==> src/hdl/fsr_pkg.sv <==
// Shared constants and carrier types for the flash status register logic
package fsr_pkg;

	// Command opcodes seen on the serial port
	localparam logic [7:0] OPC_READ_STATUS = 8'h05;
	localparam logic [7:0] OPC_WRITE_STATUS = 8'h01;
	localparam logic [7:0] OPC_WRITE_ENABLE = 8'h06;
	localparam logic [7:0] OPC_WRITE_DISABLE = 8'h04;

	// Status write data byte layout
	localparam int WR_LOCK_BIT = 7;
	localparam int WR_GLOBAL_HI = 5;
	localparam int WR_GLOBAL_LO = 2;

	// Global field codes that trigger an array-wide action
	localparam logic [3:0] GLOBAL_PROTECT_CODE = 4'hF;
	localparam logic [3:0] GLOBAL_UNPROTECT_CODE = 4'h0;

	// Protection summary codes
	localparam logic [1:0] SUMMARY_NONE = 2'h0;
	localparam logic [1:0] SUMMARY_SOME = 2'h1;
	localparam logic [1:0] SUMMARY_ALL = 2'h3;

	// Bit counter of the serial port
	localparam logic [2:0] BIT_CNT_RESET = 3'h0;
	localparam logic [2:0] BIT_CNT_LAST = 3'h7;
	localparam logic [2:0] BIT_CNT_STEP = 3'h1;
	localparam logic [2:0] SER_IDX_FIRST = 3'h7;

	// Reset values of the held flags
	localparam logic LOCK_RESET = 1'b0;
	localparam logic WEL_RESET = 1'b0;
	localparam logic EPE_RESET = 1'b0;
	localparam logic SEQ_RESET = 1'b0;
	localparam logic [7:0] BYTE_RESET = 8'h00;
	localparam logic BUSY_RESET = 1'b0;
	localparam logic PULSE_RESET = 1'b0;
	localparam logic SO_RESET = 1'b0;
	// Idle levels of the serial pins, so no false edge follows reset
	localparam logic SCK_IDLE = 1'b0;
	localparam logic CS_IDLE_N = 1'b1;

	// Frame decoder states
	typedef enum logic [2:0] {
		FSR_ST_OPCODE = 3'b000,
		FSR_ST_READ = 3'b001,
		FSR_ST_WR_DATA = 3'b010,
		FSR_ST_WR_FULL = 3'b011,
		FSR_ST_WEN = 3'b100,
		FSR_ST_WDIS = 3'b101,
		FSR_ST_OTHER = 3'b110
	} fsr_state_t;

	// Status byte as shifted out, bit 7 first
	typedef struct packed {
		logic protection_lock;
		logic sequential_program_flag;
		logic erase_program_error;
		logic write_protect_pin_state;
		logic [1:0] protection_summary;
		logic write_enable_latch;
		logic busy_flag;
	} fsr_status_t;

	// Events reported by the array program and erase engines
	typedef struct packed {
		logic busy;
		logic op_done;
		logic op_fail;
		logic seq_enter;
		logic seq_exit;
		logic wel_clear;
		logic all_protected;
		logic any_protected;
	} fsr_engine_t;

endpackage

==> src/hdl/fsr_status_serializer.sv <==
// Shifts the status byte out MSB first, taking a fresh snapshot per byte
`timescale 1ns/10ps
module fsr_status_serializer (
	// Clock and reset
	input wire logic clk,
	input wire logic arst_n,
	// Control
	input wire logic active,
	input wire logic shift_en,
	// Data
	input wire fsr_pkg::fsr_status_t status_in,
	output logic so_out
);

	logic [2:0] idx_reg; // Bit being presented next
	logic [2:0] idx_next;
	logic [7:0] snap_reg; // Byte frozen at its first bit
	logic [7:0] snap_next;
	logic so_reg; // Serial data flop
	logic so_next;

	// Next state: bit 7 comes live so each repeat carries new contents
	always_comb begin
		idx_next = idx_reg;
		snap_next = snap_reg;
		so_next = so_reg;
		if (!active) begin
			idx_next = fsr_pkg::SER_IDX_FIRST;
		end else if (shift_en) begin
			if (idx_reg == fsr_pkg::SER_IDX_FIRST) begin
				snap_next = status_in;
				so_next = status_in[7];
			end else begin
				so_next = snap_reg[idx_reg];
			end
			// Wraps from 0 back to 7 for the repeated byte
			idx_next = idx_reg - fsr_pkg::BIT_CNT_STEP;
		end
	end

	// Registers
	always_ff @(posedge clk or negedge arst_n) begin
		if (!arst_n) begin
			idx_reg <= fsr_pkg::SER_IDX_FIRST;
			snap_reg <= fsr_pkg::BYTE_RESET;
			so_reg <= fsr_pkg::SO_RESET;
		end else begin
			idx_reg <= idx_next;
			snap_reg <= snap_next;
			so_reg <= so_next;
		end
	end

	assign so_out = so_reg;

endmodule

==> src/hdl/fsr_status_regs.sv <==
// Status register and status write command logic of the serial flash
`timescale 1ns/10ps
// What this block does
// RULE1: Lock set blocks sector and global protection
// RULE2: Lock clear allows sector and global protection
// RULE3: Lock clears at reset
// RULE4: Pin asserted allows lock only 0 to 1
// RULE5: Refused lock clear ignores command, clears latch
// RULE6: Status write changes only the lock bit
// RULE7: Sequential flag shows mode, byte mode at reset
// RULE8: Error flag refreshed after each erase/program
// RULE9: Aborted operations never set error flag
// RULE10: Pin state bit reflects write protect pin
// RULE11: Summary reports none, some or all protected
// RULE12: Latch clear rejects writing commands
// RULE13: Latch clears at reset
// RULE14: Latch clears after qualifying command ends
// RULE15: Latch clears on sequential end or hold abort
// RULE16: Partial or unknown opcode keeps latch
// RULE17: Host polls status until busy falls
// RULE18: Host sets latch before status write
// RULE19: Status write is opcode plus one byte
// RULE20: Data byte: lock bit7, global bits 5..2
// RULE21: Frame end applies lock, clears latch
// RULE22: Global action from field and prior lock
// RULE23: Short data byte aborts, clears latch only
// RULE24: Summary bits 3:2, codes 00/01/11
// RULE25: Status read repeats fresh byte MSB first
// RULE26: Lock 0 to 1 may carry global action
// RULE27: Global action only when prior lock clear
// RULE28: Busy flag follows self-timed operations
module fsr_status_regs (
	// Clock and reset
	input wire logic REF_CLK,
	input wire logic ARST_N,
	// Serial port, sampled on REF_CLK
	input wire logic SCK,
	input wire logic CS_N,
	input wire logic SI,
	output logic SO,
	output logic SO_OE,
	// Write protect pin
	input wire logic WP_N,
	// Array engine side
	input wire fsr_pkg::fsr_engine_t ENGINE,
	output logic WRITE_ENABLED,
	output logic SECTORS_LOCKED,
	output logic GLOBAL_PROTECT,
	output logic GLOBAL_UNPROTECT,
	output fsr_pkg::fsr_status_t STATUS
);

	// Serial framing state
	fsr_pkg::fsr_state_t state_reg;
	fsr_pkg::fsr_state_t state_next;
	logic [2:0] cnt_reg; // Bits received in the current byte
	logic [2:0] cnt_next;
	logic [7:0] shift_reg; // Incoming bits
	logic [7:0] shift_next;
	logic [7:0] data_reg; // Captured status write byte
	logic [7:0] data_next;
	logic sck_prev_reg; // Last sampled serial clock
	logic cs_prev_n_reg; // Last sampled chip select

	// Held flags
	logic lock_reg;
	logic lock_next;
	logic wel_reg;
	logic wel_next;
	logic epe_reg;
	logic epe_next;
	logic seq_reg;
	logic seq_next;
	logic busy_reg;
	logic gprot_reg;
	logic gprot_next;
	logic gunprot_reg;
	logic gunprot_next;
	fsr_pkg::fsr_status_t status_reg;
	fsr_pkg::fsr_status_t status_next;

	// Decoded events
	logic sck_rise; // Host samples into us
	logic sck_fall; // We present the next output bit
	logic cs_end; // Frame closes this cycle
	logic [7:0] byte_in; // Byte completed at this rising edge
	logic byte_done;
	logic wr_apply; // Complete status write reaches frame end
	logic wr_refused; // Attempt to clear lock with pin asserted
	logic wr_short; // Frame ended inside the data byte
	logic wen_set;
	logic wdis_clear;
	logic [3:0] gfield;

	assign sck_rise = SCK && !sck_prev_reg;
	assign sck_fall = !SCK && sck_prev_reg;
	assign cs_end = CS_N && !cs_prev_n_reg;
	assign byte_in = {shift_reg[6:0], SI};
	assign byte_done = !CS_N && sck_rise && (cnt_reg == fsr_pkg::BIT_CNT_LAST);
	assign gfield = data_reg[fsr_pkg::WR_GLOBAL_HI:fsr_pkg::WR_GLOBAL_LO];

	// Frame end outcomes; extra trailing bytes do not matter here
	assign wr_apply = cs_end && (state_reg == fsr_pkg::FSR_ST_WR_FULL); // RULE19
	assign wr_refused = wr_apply && !WP_N && lock_reg && !data_reg[fsr_pkg::WR_LOCK_BIT]; // RULE4
	assign wr_short = cs_end && (state_reg == fsr_pkg::FSR_ST_WR_DATA);
	// Latch commands count only when closed on a byte boundary
	assign wen_set = cs_end && (state_reg == fsr_pkg::FSR_ST_WEN) && (cnt_reg == fsr_pkg::BIT_CNT_RESET);
	assign wdis_clear = cs_end && (state_reg == fsr_pkg::FSR_ST_WDIS) && (cnt_reg == fsr_pkg::BIT_CNT_RESET);

	// Frame decoder next state
	always_comb begin
		state_next = state_reg;
		cnt_next = cnt_reg;
		shift_next = shift_reg;
		data_next = data_reg;
		if (CS_N) begin
			// Deselected: every frame starts over with an opcode
			state_next = fsr_pkg::FSR_ST_OPCODE;
			cnt_next = fsr_pkg::BIT_CNT_RESET;
		end else if (sck_rise) begin
			shift_next = byte_in;
			cnt_next = cnt_reg + fsr_pkg::BIT_CNT_STEP;
			if (byte_done) begin
				case (state_reg)
					fsr_pkg::FSR_ST_OPCODE: begin
						if (byte_in == fsr_pkg::OPC_READ_STATUS) begin
							state_next = fsr_pkg::FSR_ST_READ; // RULE25
						end else if (byte_in == fsr_pkg::OPC_WRITE_STATUS) begin
							// Without the latch the write is rejected outright
							state_next = wel_reg ? fsr_pkg::FSR_ST_WR_DATA : fsr_pkg::FSR_ST_OTHER; // RULE12
						end else if (byte_in == fsr_pkg::OPC_WRITE_ENABLE) begin
							state_next = fsr_pkg::FSR_ST_WEN;
						end else if (byte_in == fsr_pkg::OPC_WRITE_DISABLE) begin
							state_next = fsr_pkg::FSR_ST_WDIS;
						end else begin
							// Array commands belong to the engines
							state_next = fsr_pkg::FSR_ST_OTHER;
						end
					end
					fsr_pkg::FSR_ST_WR_DATA: begin
						data_next = byte_in; // RULE20
						state_next = fsr_pkg::FSR_ST_WR_FULL;
					end
					default: begin
						// Further bytes are ignored
						state_next = state_reg; // RULE19
					end
				endcase
			end
		end
	end

	// Frame decoder registers
	always_ff @(posedge REF_CLK or negedge ARST_N) begin
		if (!ARST_N) begin
			state_reg <= fsr_pkg::FSR_ST_OPCODE;
			cnt_reg <= fsr_pkg::BIT_CNT_RESET;
			shift_reg <= fsr_pkg::BYTE_RESET;
			data_reg <= fsr_pkg::BYTE_RESET;
			sck_prev_reg <= fsr_pkg::SCK_IDLE;
			cs_prev_n_reg <= fsr_pkg::CS_IDLE_N;
		end else begin
			state_reg <= state_next;
			cnt_reg <= cnt_next;
			shift_reg <= shift_next;
			data_reg <= data_next;
			sck_prev_reg <= SCK;
			cs_prev_n_reg <= CS_N;
		end
	end

	// Held flags next state
	always_comb begin
		lock_next = lock_reg;
		gprot_next = 1'b0;
		gunprot_next = 1'b0;
		// Only the lock bit is host writable
		if (wr_apply && !wr_refused) begin
			lock_next = data_reg[fsr_pkg::WR_LOCK_BIT]; // RULE6
			// Prior lock value gates the global action
			if (!lock_reg) begin
				gprot_next = (gfield == fsr_pkg::GLOBAL_PROTECT_CODE); // RULE22
				gunprot_next = (gfield == fsr_pkg::GLOBAL_UNPROTECT_CODE); // RULE26
			end
		end
		// Clear sources; a partial opcode reaches none of them
		wel_next = wel_reg;
		if (wr_apply || wr_short || wdis_clear || ENGINE.wel_clear) begin
			wel_next = 1'b0; // RULE14 RULE15 RULE16 RULE21 RULE23 RULE5
		end
		// Set wins over a same-cycle clear
		if (wen_set) begin
			wel_next = 1'b1;
		end
		// Aborted operations never report op_done
		epe_next = ENGINE.op_done ? ENGINE.op_fail : epe_reg; // RULE8 RULE9
		seq_next = seq_reg;
		if (ENGINE.seq_exit) begin
			seq_next = 1'b0;
		end
		if (ENGINE.seq_enter) begin
			seq_next = 1'b1; // RULE7
		end
	end

	// Status byte image, refreshed every cycle for repeated reads
	always_comb begin
		status_next.protection_lock = lock_reg;
		status_next.sequential_program_flag = seq_reg;
		status_next.erase_program_error = epe_reg;
		status_next.write_protect_pin_state = WP_N; // RULE10
		if (ENGINE.all_protected) begin
			status_next.protection_summary = fsr_pkg::SUMMARY_ALL; // RULE11 RULE24
		end else if (ENGINE.any_protected) begin
			status_next.protection_summary = fsr_pkg::SUMMARY_SOME;
		end else begin
			status_next.protection_summary = fsr_pkg::SUMMARY_NONE;
		end
		status_next.write_enable_latch = wel_reg;
		status_next.busy_flag = busy_reg;
	end

	// Held flag registers
	always_ff @(posedge REF_CLK or negedge ARST_N) begin
		if (!ARST_N) begin
			lock_reg <= fsr_pkg::LOCK_RESET; // RULE3
			wel_reg <= fsr_pkg::WEL_RESET; // RULE13
			epe_reg <= fsr_pkg::EPE_RESET;
			seq_reg <= fsr_pkg::SEQ_RESET;
			busy_reg <= fsr_pkg::BUSY_RESET;
			gprot_reg <= fsr_pkg::PULSE_RESET;
			gunprot_reg <= fsr_pkg::PULSE_RESET;
			status_reg <= fsr_pkg::BYTE_RESET;
		end else begin
			lock_reg <= lock_next;
			wel_reg <= wel_next;
			epe_reg <= epe_next;
			seq_reg <= seq_next;
			busy_reg <= ENGINE.busy; // RULE28
			gprot_reg <= gprot_next;
			gunprot_reg <= gunprot_next;
			status_reg <= status_next;
		end
	end

	// Serial output of the status byte
	fsr_status_serializer u_ser (
		.clk(REF_CLK),
		.arst_n(ARST_N),
		.active(state_reg == fsr_pkg::FSR_ST_READ),
		.shift_en(sck_fall),
		.status_in(status_next),
		.so_out(SO)
	);

	// Output stays released whenever chip select is high
	assign SO_OE = !CS_N && (state_reg == fsr_pkg::FSR_ST_READ); // RULE25
	assign WRITE_ENABLED = wel_reg;
	assign SECTORS_LOCKED = lock_reg; // RULE1 RULE2
	assign GLOBAL_PROTECT = gprot_reg;
	assign GLOBAL_UNPROTECT = gunprot_reg;
	assign STATUS = status_reg;

	property p_global_needs_unlocked;
		@(posedge REF_CLK) disable iff (!ARST_N) (GLOBAL_PROTECT || GLOBAL_UNPROTECT) |-> !$past(lock_reg, 2);
	endproperty
	a_global_needs_unlocked: assert property (p_global_needs_unlocked) else $error("global action with lock set"); // RULE27

	property p_refused_keeps_lock;
		@(posedge REF_CLK) disable iff (!ARST_N) wr_refused |=> lock_reg && !wel_reg && !gprot_reg && !gunprot_reg;
	endproperty
	a_refused_keeps_lock: assert property (p_refused_keeps_lock) else $error("refused write changed state"); // RULE5

	property p_apply_takes_bit7;
		@(posedge REF_CLK) disable iff (!ARST_N)
			(wr_apply && !wr_refused && !wen_set) |=> (lock_reg == $past(data_reg[fsr_pkg::WR_LOCK_BIT])) && !wel_reg;
	endproperty
	a_apply_takes_bit7: assert property (p_apply_takes_bit7) else $error("lock not applied at frame end"); // RULE21

	property p_short_aborts;
		@(posedge REF_CLK) disable iff (!ARST_N) wr_short |=> $stable(lock_reg) && !wel_reg && !gprot_reg;
	endproperty
	a_short_aborts: assert property (p_short_aborts) else $error("short data byte not aborted"); // RULE23

	property p_wrsr_needs_wel;
		@(posedge REF_CLK) disable iff (!ARST_N)
			(byte_done && state_reg == fsr_pkg::FSR_ST_OPCODE && byte_in == fsr_pkg::OPC_WRITE_STATUS && !wel_reg)
			|=> state_reg == fsr_pkg::FSR_ST_OTHER;
	endproperty
	a_wrsr_needs_wel: assert property (p_wrsr_needs_wel) else $error("status write accepted without latch"); // RULE12

	property p_partial_keeps_wel;
		@(posedge REF_CLK) disable iff (!ARST_N)
			(cs_end && state_reg == fsr_pkg::FSR_ST_OPCODE && !ENGINE.wel_clear) |=> $stable(wel_reg);
	endproperty
	a_partial_keeps_wel: assert property (p_partial_keeps_wel) else $error("partial opcode changed latch"); // RULE16

	property p_epe_refresh;
		@(posedge REF_CLK) disable iff (!ARST_N) ENGINE.op_done |=> epe_reg == $past(ENGINE.op_fail);
	endproperty
	a_epe_refresh: assert property (p_epe_refresh) else $error("error flag not refreshed"); // RULE8

	property p_epe_hold;
		@(posedge REF_CLK) disable iff (!ARST_N) !ENGINE.op_done |=> $stable(epe_reg);
	endproperty
	a_epe_hold: assert property (p_epe_hold) else $error("error flag moved without completion"); // RULE9

	property p_busy_follows;
		@(posedge REF_CLK) disable iff (!ARST_N) ENGINE.busy |=> ##1 STATUS.busy_flag;
	endproperty
	a_busy_follows: assert property (p_busy_follows) else $error("busy flag missed engine"); // RULE28

endmodule

==> config.mk <==
export PLATFORM = sky130hd
export DESIGN_NAME = fsr_status_regs
export DESIGN_NICKNAME = d
export VERILOG_FILES = /design/src/hdl/fsr_pkg.sv /design/src/hdl/fsr_status_serializer.sv /design/src/hdl/fsr_status_regs.sv
export SDC_FILE = /design/constraint.sdc
export NUM_CORES = 1
export LEC_CHECK = 0
export BUFFER_PORTS_ARGS = -buffer_cell sky130_fd_sc_hd__buf_2
export CORE_MARGIN = 5
export CORE_UTILIZATION = 56
export CTS_CLUSTER_SIZE = 12
export DETAILED_ROUTE_END_ITERATION = 10
export GPL_TIMING_DRIVEN = 0
export PLACE_DENSITY_LB_ADDON = 0.2
export SETUP_SLACK_MARGIN = 0.02
export SYNTH_ARGS = -nofsm -noshare
export SYNTH_HDL_FRONTEND = slang
export SYNTH_SLANG_ARGS = --single-unit
==> constraint.sdc <==
create_clock -name REF_CLK -period 2.5 [get_ports REF_CLK]
set_clock_uncertainty 0.2 [all_clocks]
set_input_delay 0.375 -clock REF_CLK [delete_from_list [all_inputs] [get_ports REF_CLK]]
set_output_delay 0.375 -clock REF_CLK [all_outputs]
set_load 0.02 [all_outputs]
# Yosys cells after proc, flatten, opt, wreduce, memory -nomap -nowiden
# Index checks and enable logic that the tools add are counted.
# word_totals
register_bits	50
inputBits	14
out_inout_bits	14
# classes
n_addsub	2
order_cmp	1
eq_ne	13
mux	26
bitwise_logic	1
reduce_logical	39
# op_table
op	n
$mux 3	10
$eq 8x3->1 const B	3
$logic_and 1x1->1	16
$eq 3x3->1 const B	4
$mux 1	11
$eq 8x1->1 const B	1
$reduce_bool 2->1	4
$logic_not 1->1	7
$eq 3x2->1 const B	2
$logic_not 3->1	2
$mux 2	3
$pmux 3 s2	1
$reduce_and 3->1	2
$eq 4x4->1 const B	1
$logic_not 4->1	1
$lt 3x4->1 const B	1
$reduce_and 2->1	2
$reduce_and 4->1	1
$add 3x1->3 const B	1
$bmux 1 s3	1
$eq 3x1->1 const B	1
$logic_or 1x1->1	3
$reduce_bool 3->1	1
$sub 3x1->3 const B	1
other kinds (2)	2

# Longest topological paths before layout
# logic_depth
word_depth	9
depth_mapped	6
depth_no_buf	6

# Modules after synthesis
# From an unflattened synthesis, not the netlist that was laid out.
# hier_totals
cells_unflattened	149
hier_area_um2	2010.7
# modules_own_cells
mod	n_inst	cells_each	area_per_inst_um2	seq_area_each_um2
fsr_status_regs	1	104	1416.4	877.1
fsr_status_serializer	1	45	594.3	304.0

# Least setup slack after synthesis
# Ideal clock, no wire load.
# synth_path
path_type	register -> register
startpoint	register u_ser.idx_reg[0]
endpoint	register u_ser.so_reg, in the netlist u_ser.so_out
setup_time_ps	131
arrival_ps	1625
t_required_ps	2169
path_slack_ps	544
stages_incl_launch_ff	6
cell_sequence	dfstp_2 clkbuf_1 mux4_2 nor2b_1 nor3_1 o21ai_0
# synth_via
elab_chain_cells	3
elab_cells_between_ends	4
# synth_lines
item	line	source
start: declaration	fsr_status_serializer.sv:15	logic [2:0] idx_reg;
start signal: assignment	fsr_status_serializer.sv:44	idx_reg <= fsr_pkg::SER_IDX_FIRST;
start signal: assignment	fsr_status_serializer.sv:48	idx_reg <= idx_next;
$bmux 1 s3	fsr_status_serializer.sv:34	so_next = snap_reg[idx_reg];
$mux 1 (implied by the code)	fsr_status_serializer.sv:34	
$mux 1 (*)	fsr_status_serializer.sv:30	if (idx_reg == fsr_pkg::SER_IDX_FIRST) begin
end signal: assignment	fsr_status_serializer.sv:46	so_reg <= fsr_pkg::SO_RESET;
end signal: assignment	fsr_status_serializer.sv:50	so_reg <= so_next;
end: declaration	fsr_status_serializer.sv:19	logic so_reg;
# Mark *: on every way between the ends. The rest lies on a longest branch, timed or not. The select of a mux whose other input is x is not followed.
# A chain may end at the register's enable or synchronous reset.

# Worst setup path in the final report
# layout_path
startpoint	input port SCK
endpoint	register data_reg[5]
# layout_via
elab_chain_cells	4
# layout_lines
item	line	source
start: declaration	fsr_status_regs.sv:37	input wire logic SCK,
$logic_and 1x1->1 (*)	fsr_status_regs.sv:95	assign sck_rise = SCK && !sck_prev_reg;
$logic_and 1x1->1 (2 in a row)	fsr_status_regs.sv:99	assign byte_done = !CS_N && sck_rise && (cnt_reg == fsr_pkg::BIT_CNT_LAST);
$reduce_and 4->1 (no line) (*)	--	
end signal: assignment	fsr_status_regs.sv:159	data_reg <= fsr_pkg::BYTE_RESET;
end signal: assignment	fsr_status_regs.sv:166	data_reg <= data_next;
end: declaration	fsr_status_regs.sv:60	logic [7:0] data_reg;
# Mark *: on every way between the ends. The rest lies on a longest branch, timed or not.

==> impl_results.md <==
- Outcome: complete, no violations
- Critical path's slowest cell: dlygate4sd3_1
- Site Rows: 21
- Die H: around 69 um
- Synth Register Bits: 47
- Post-CTS Resized: 0
- Largest family of logic cells by synthesized area: multiplexers
- CP Class: in -> reg
- Syn_area_per_cell: 13.2 um^2
- Number of flops mapped to enable cells by yosys: 0
- CTS tree: yes
- Multi-input logic area: 746 um^2
- Comb pwr share: 9.7%
- Part of the power in registers: around 60%
- Worst Setup Start Kind: input port
- Fillers: 260
- CTS clk-pin slew, worst paths: ~120 ps
- Final Power: roughly 1.5 mW
- Hold Fails Final Rpt: 0
- Vias: 1232
- CTS Buf Count: 5
- CP delay by family, top: buffers and inverters
- Internal power: 1.14 mW
- DRT iter0 DRCs: 55
- Peak supply drop: about 0.00046 V
- Synth Area in XOR/XNOR: less than 1%
- GRT Residual Overflow: 0
- CP Capture Type: flip-flop
- Post-Synth Adder-Cell Area: under 10%
- GR Util All Layers: 15.0%
- H-tree levels: 2
- Critical path, cell by cell: dlygate4sd3_1 -> buf_2 -> nand2b_1 -> clkbuf_1 -> nor4b_4 -> nor3b_4 -> mux2_2
- WP data arrival: 2340 ps
- Multiplexer area fraction after synthesis: 15.2%
- Synth Area in Simple Gates: between 10% and 20%
- Drt pass-1 iters: 4
- Hold Crit Class: in -> reg
- Complex-gate fraction of the synthesized area: 4.82%
- Core Region: approximately 3400 um^2
- Drt total wl: between 3000 and 4000 um
- I/O Pins: 28
- WL per Instance: about 13 um
- Area of the mapped netlist: 1970 um^2
- Deepest clock path buffer count: 2
- Share of the yosys chip area belonging to registers: between 50 and 60%
- Clock power frac: around a third
- # Post-CTS Setup Buffers: 0
- Final setup fails: 0
- Switch Pwr: around 350 uW
- Gpl congestion: 0.805
- Syn Nets: between 150 and 200
- Setup slack after layout: between 200 and 250 ps
- # diodes: 0
- Sw Ratio: 23.4%
- Nets: 210
- TritonCTS Sinks: 47
- Count leader, synth: dfrtp_1
- Total area of sequential cells: roughly 1200 um^2
- Slew of the pin with the lowest slew margin: ~960 ps
- Relative slew slack: 35.8%
- Die width: 69.3 um
- RSZ-0062 raised after global routing: false
- # port buffers: 27
- Final period utilization: approximately nine tenths
- Area Overhead vs Synth: 18.2%
- Post-synth top area share: ~55%
- Max incr delay on CP: roughly 520 ps
- TNS Setup: 0 ps
- Largest area contributor in the netlist: dfrtp_1
- Worst-skew pair later-pin latency: 360 ps
- Vias in the first global route: about 1.2k
- Lkg Pwr: about 1.2 nW
- Final number of max-transition violations: 0
- Top cells by count, synth: dfrtp_1 (43), mux2_2 (21), inv_1 (9), nand2_1 (8), nor2_1 (7)
- CTS root buffer: clkbuf_4
- Antenna Nets Post-Route: 0
- Ranking of synthesized cells by area: dfrtp_1 (55%), mux2_2 (12%), dfstp_2 (5.3%), ha_1 (3.2%), mux2i_1 (2.0%)
- Initial core utilization: approximately three fifths
- Crit Path Max Fanout: 5
- HPWL Detailed: between 2000 and 2500 um
- PwrDens: roughly 640 nW/um^2
- Layout cells sized above 1: 34.4%
- Initial antenna violation count: 0
- Top FF cell, synth: dfrtp_1
- Async set-reset flop share out of synthesis: between 90% and 100%
- Place WS: between 300 and 400 ps
- Warnings, synthesis: 0
- Pin count of the biggest net entering global routing: 48
- Synth Instances: approximately 150
- Die ar.: approximately 4800 um^2
- # Max-Cap Violations: 0
- Fmax: approximately 440 MHz
- DRC: 0
- Vias per inst: between 5 and 6
- CP bufs+invs: 3
- Required time of the critical path: around 2600 ps
- Minimum clock period: ~2300 ps
- CTS Hold Bufs: 7
- First-pass GRT wire length: around 5600 um
- Distinct cells, synth: 33
==> area by class of cell <==
type	instances	share of cell area, %
clock buffers	6	2.20
clock inverters	2	1.50
inverters	9	1.45
repair buffers	35	9.23
well taps	46	2.47
flip-flops and latches	47	50.7
plain buffers	3	0.483
multi-input cells	90	32.0
==> power by group through the flow <==
stage / registers (mW) / clock network [mW] / logic, mW
final: 0.872 / 0.466 / 0.144
after global routing: 0.882 / 0.512 / 0.160
after CTS: 0.872 / 0.475 / 0.146
after detailed placement: 0.887 / 0 / 0.137
after global placement: 0.883 / 0 / 0.133
after floorplan: 0.878 / 0 / 0.0855
==> per-layer routing <==
layer	wire (um)	part of all wire [%]	global-route usage, %	vias to the layer above
li1	-	-	-	606
met1	1290	40	16.0	599
met2	1690	53	25.3	18
met3	155	4.9	6.96	9
met4	59	1.9	6.29	0
met5	0	0	0	-
==> layout by cell type (no fill, tap or decap), types with 2 or more instances in the layout <==
| cell | instances |
|---|---|
| dlygate4sd3_1 | 8 |
| nor4b_1 | 2 |
| nand2b_1 | 2 |
| nor2b_1 | 5 |
| o21ai_0 | 5 |
| or4_1 | 2 |
| a211oi_1 | 2 |
| nor3b_1 | 2 |
| clkbuf_1 | 3 |
| clkbuf_4 | 5 |
| mux2i_1 | 4 |
| buf_2 | 27 |
| dfstp_2 | 4 |
| dfrtp_1 | 43 |
| a21oi_1 | 3 |
| mux2_2 | 21 |
| inv_1 | 9 |
| nand2_1 | 8 |
| xnor2_1 | 2 |
| nor3_1 | 6 |
| ha_1 | 5 |
| nor2_1 | 7 |
==> through the flow <==
step	cell area (um^2)	cells	hold slack (ps)	util, %
2_1_floorplan	1970	149	-121	-
3_3_place_gp	2160	222	160	64.4
3_5_place_dp	2160	222	167	64.4
4_1_cts	2320	237	2.36	69.0
5_1_grt	2330	238	16.5	69.3
6_report	2330	238	48.2	69.3
==> worst paths after layout <==
check                                        from                       endpoint  slack (ps)  cells past startpoint
setup / recovery                              SCK        data_reg[5]$_DFFE_PN0P_         210                      7
hold / removal                          ENGINE[5]            epe_reg$_DFFE_PN0P_          50                      2
setup reg to reg           sck_prev_reg$_DFF_PN0_        data_reg[5]$_DFFE_PN0P_         390                      5
hold reg to reg                busy_reg$_DFF_PN0_            STATUS[0]$_DFF_PN0_         190                      0
max in group asynchronous                  ARST_N  u_ser.snap_reg[5]$_DFFE_PN0P_        1020                      2
min in group asynchronous                  ARST_N            seq_reg$_DFFE_PN0P_         490                      2
==> logic make-up (layout without fill, tap and decap cells) <==
| family | Yosys count | after routing |
|---|---|---|
| flip-flops | 47 | 47 |
| AND/OR/NAND/NOR | 42 | 42 |
| multiplexers | 26 | 26 |
| AO/OA/AOI/OAI | 15 | 15 |
| buffers and inverters | 12 | 55 |
| adder cells (fa/ha/maj) | 5 | 5 |
| XOR/XNOR | 2 | 2 |
(Power assumes the default switching activity.)
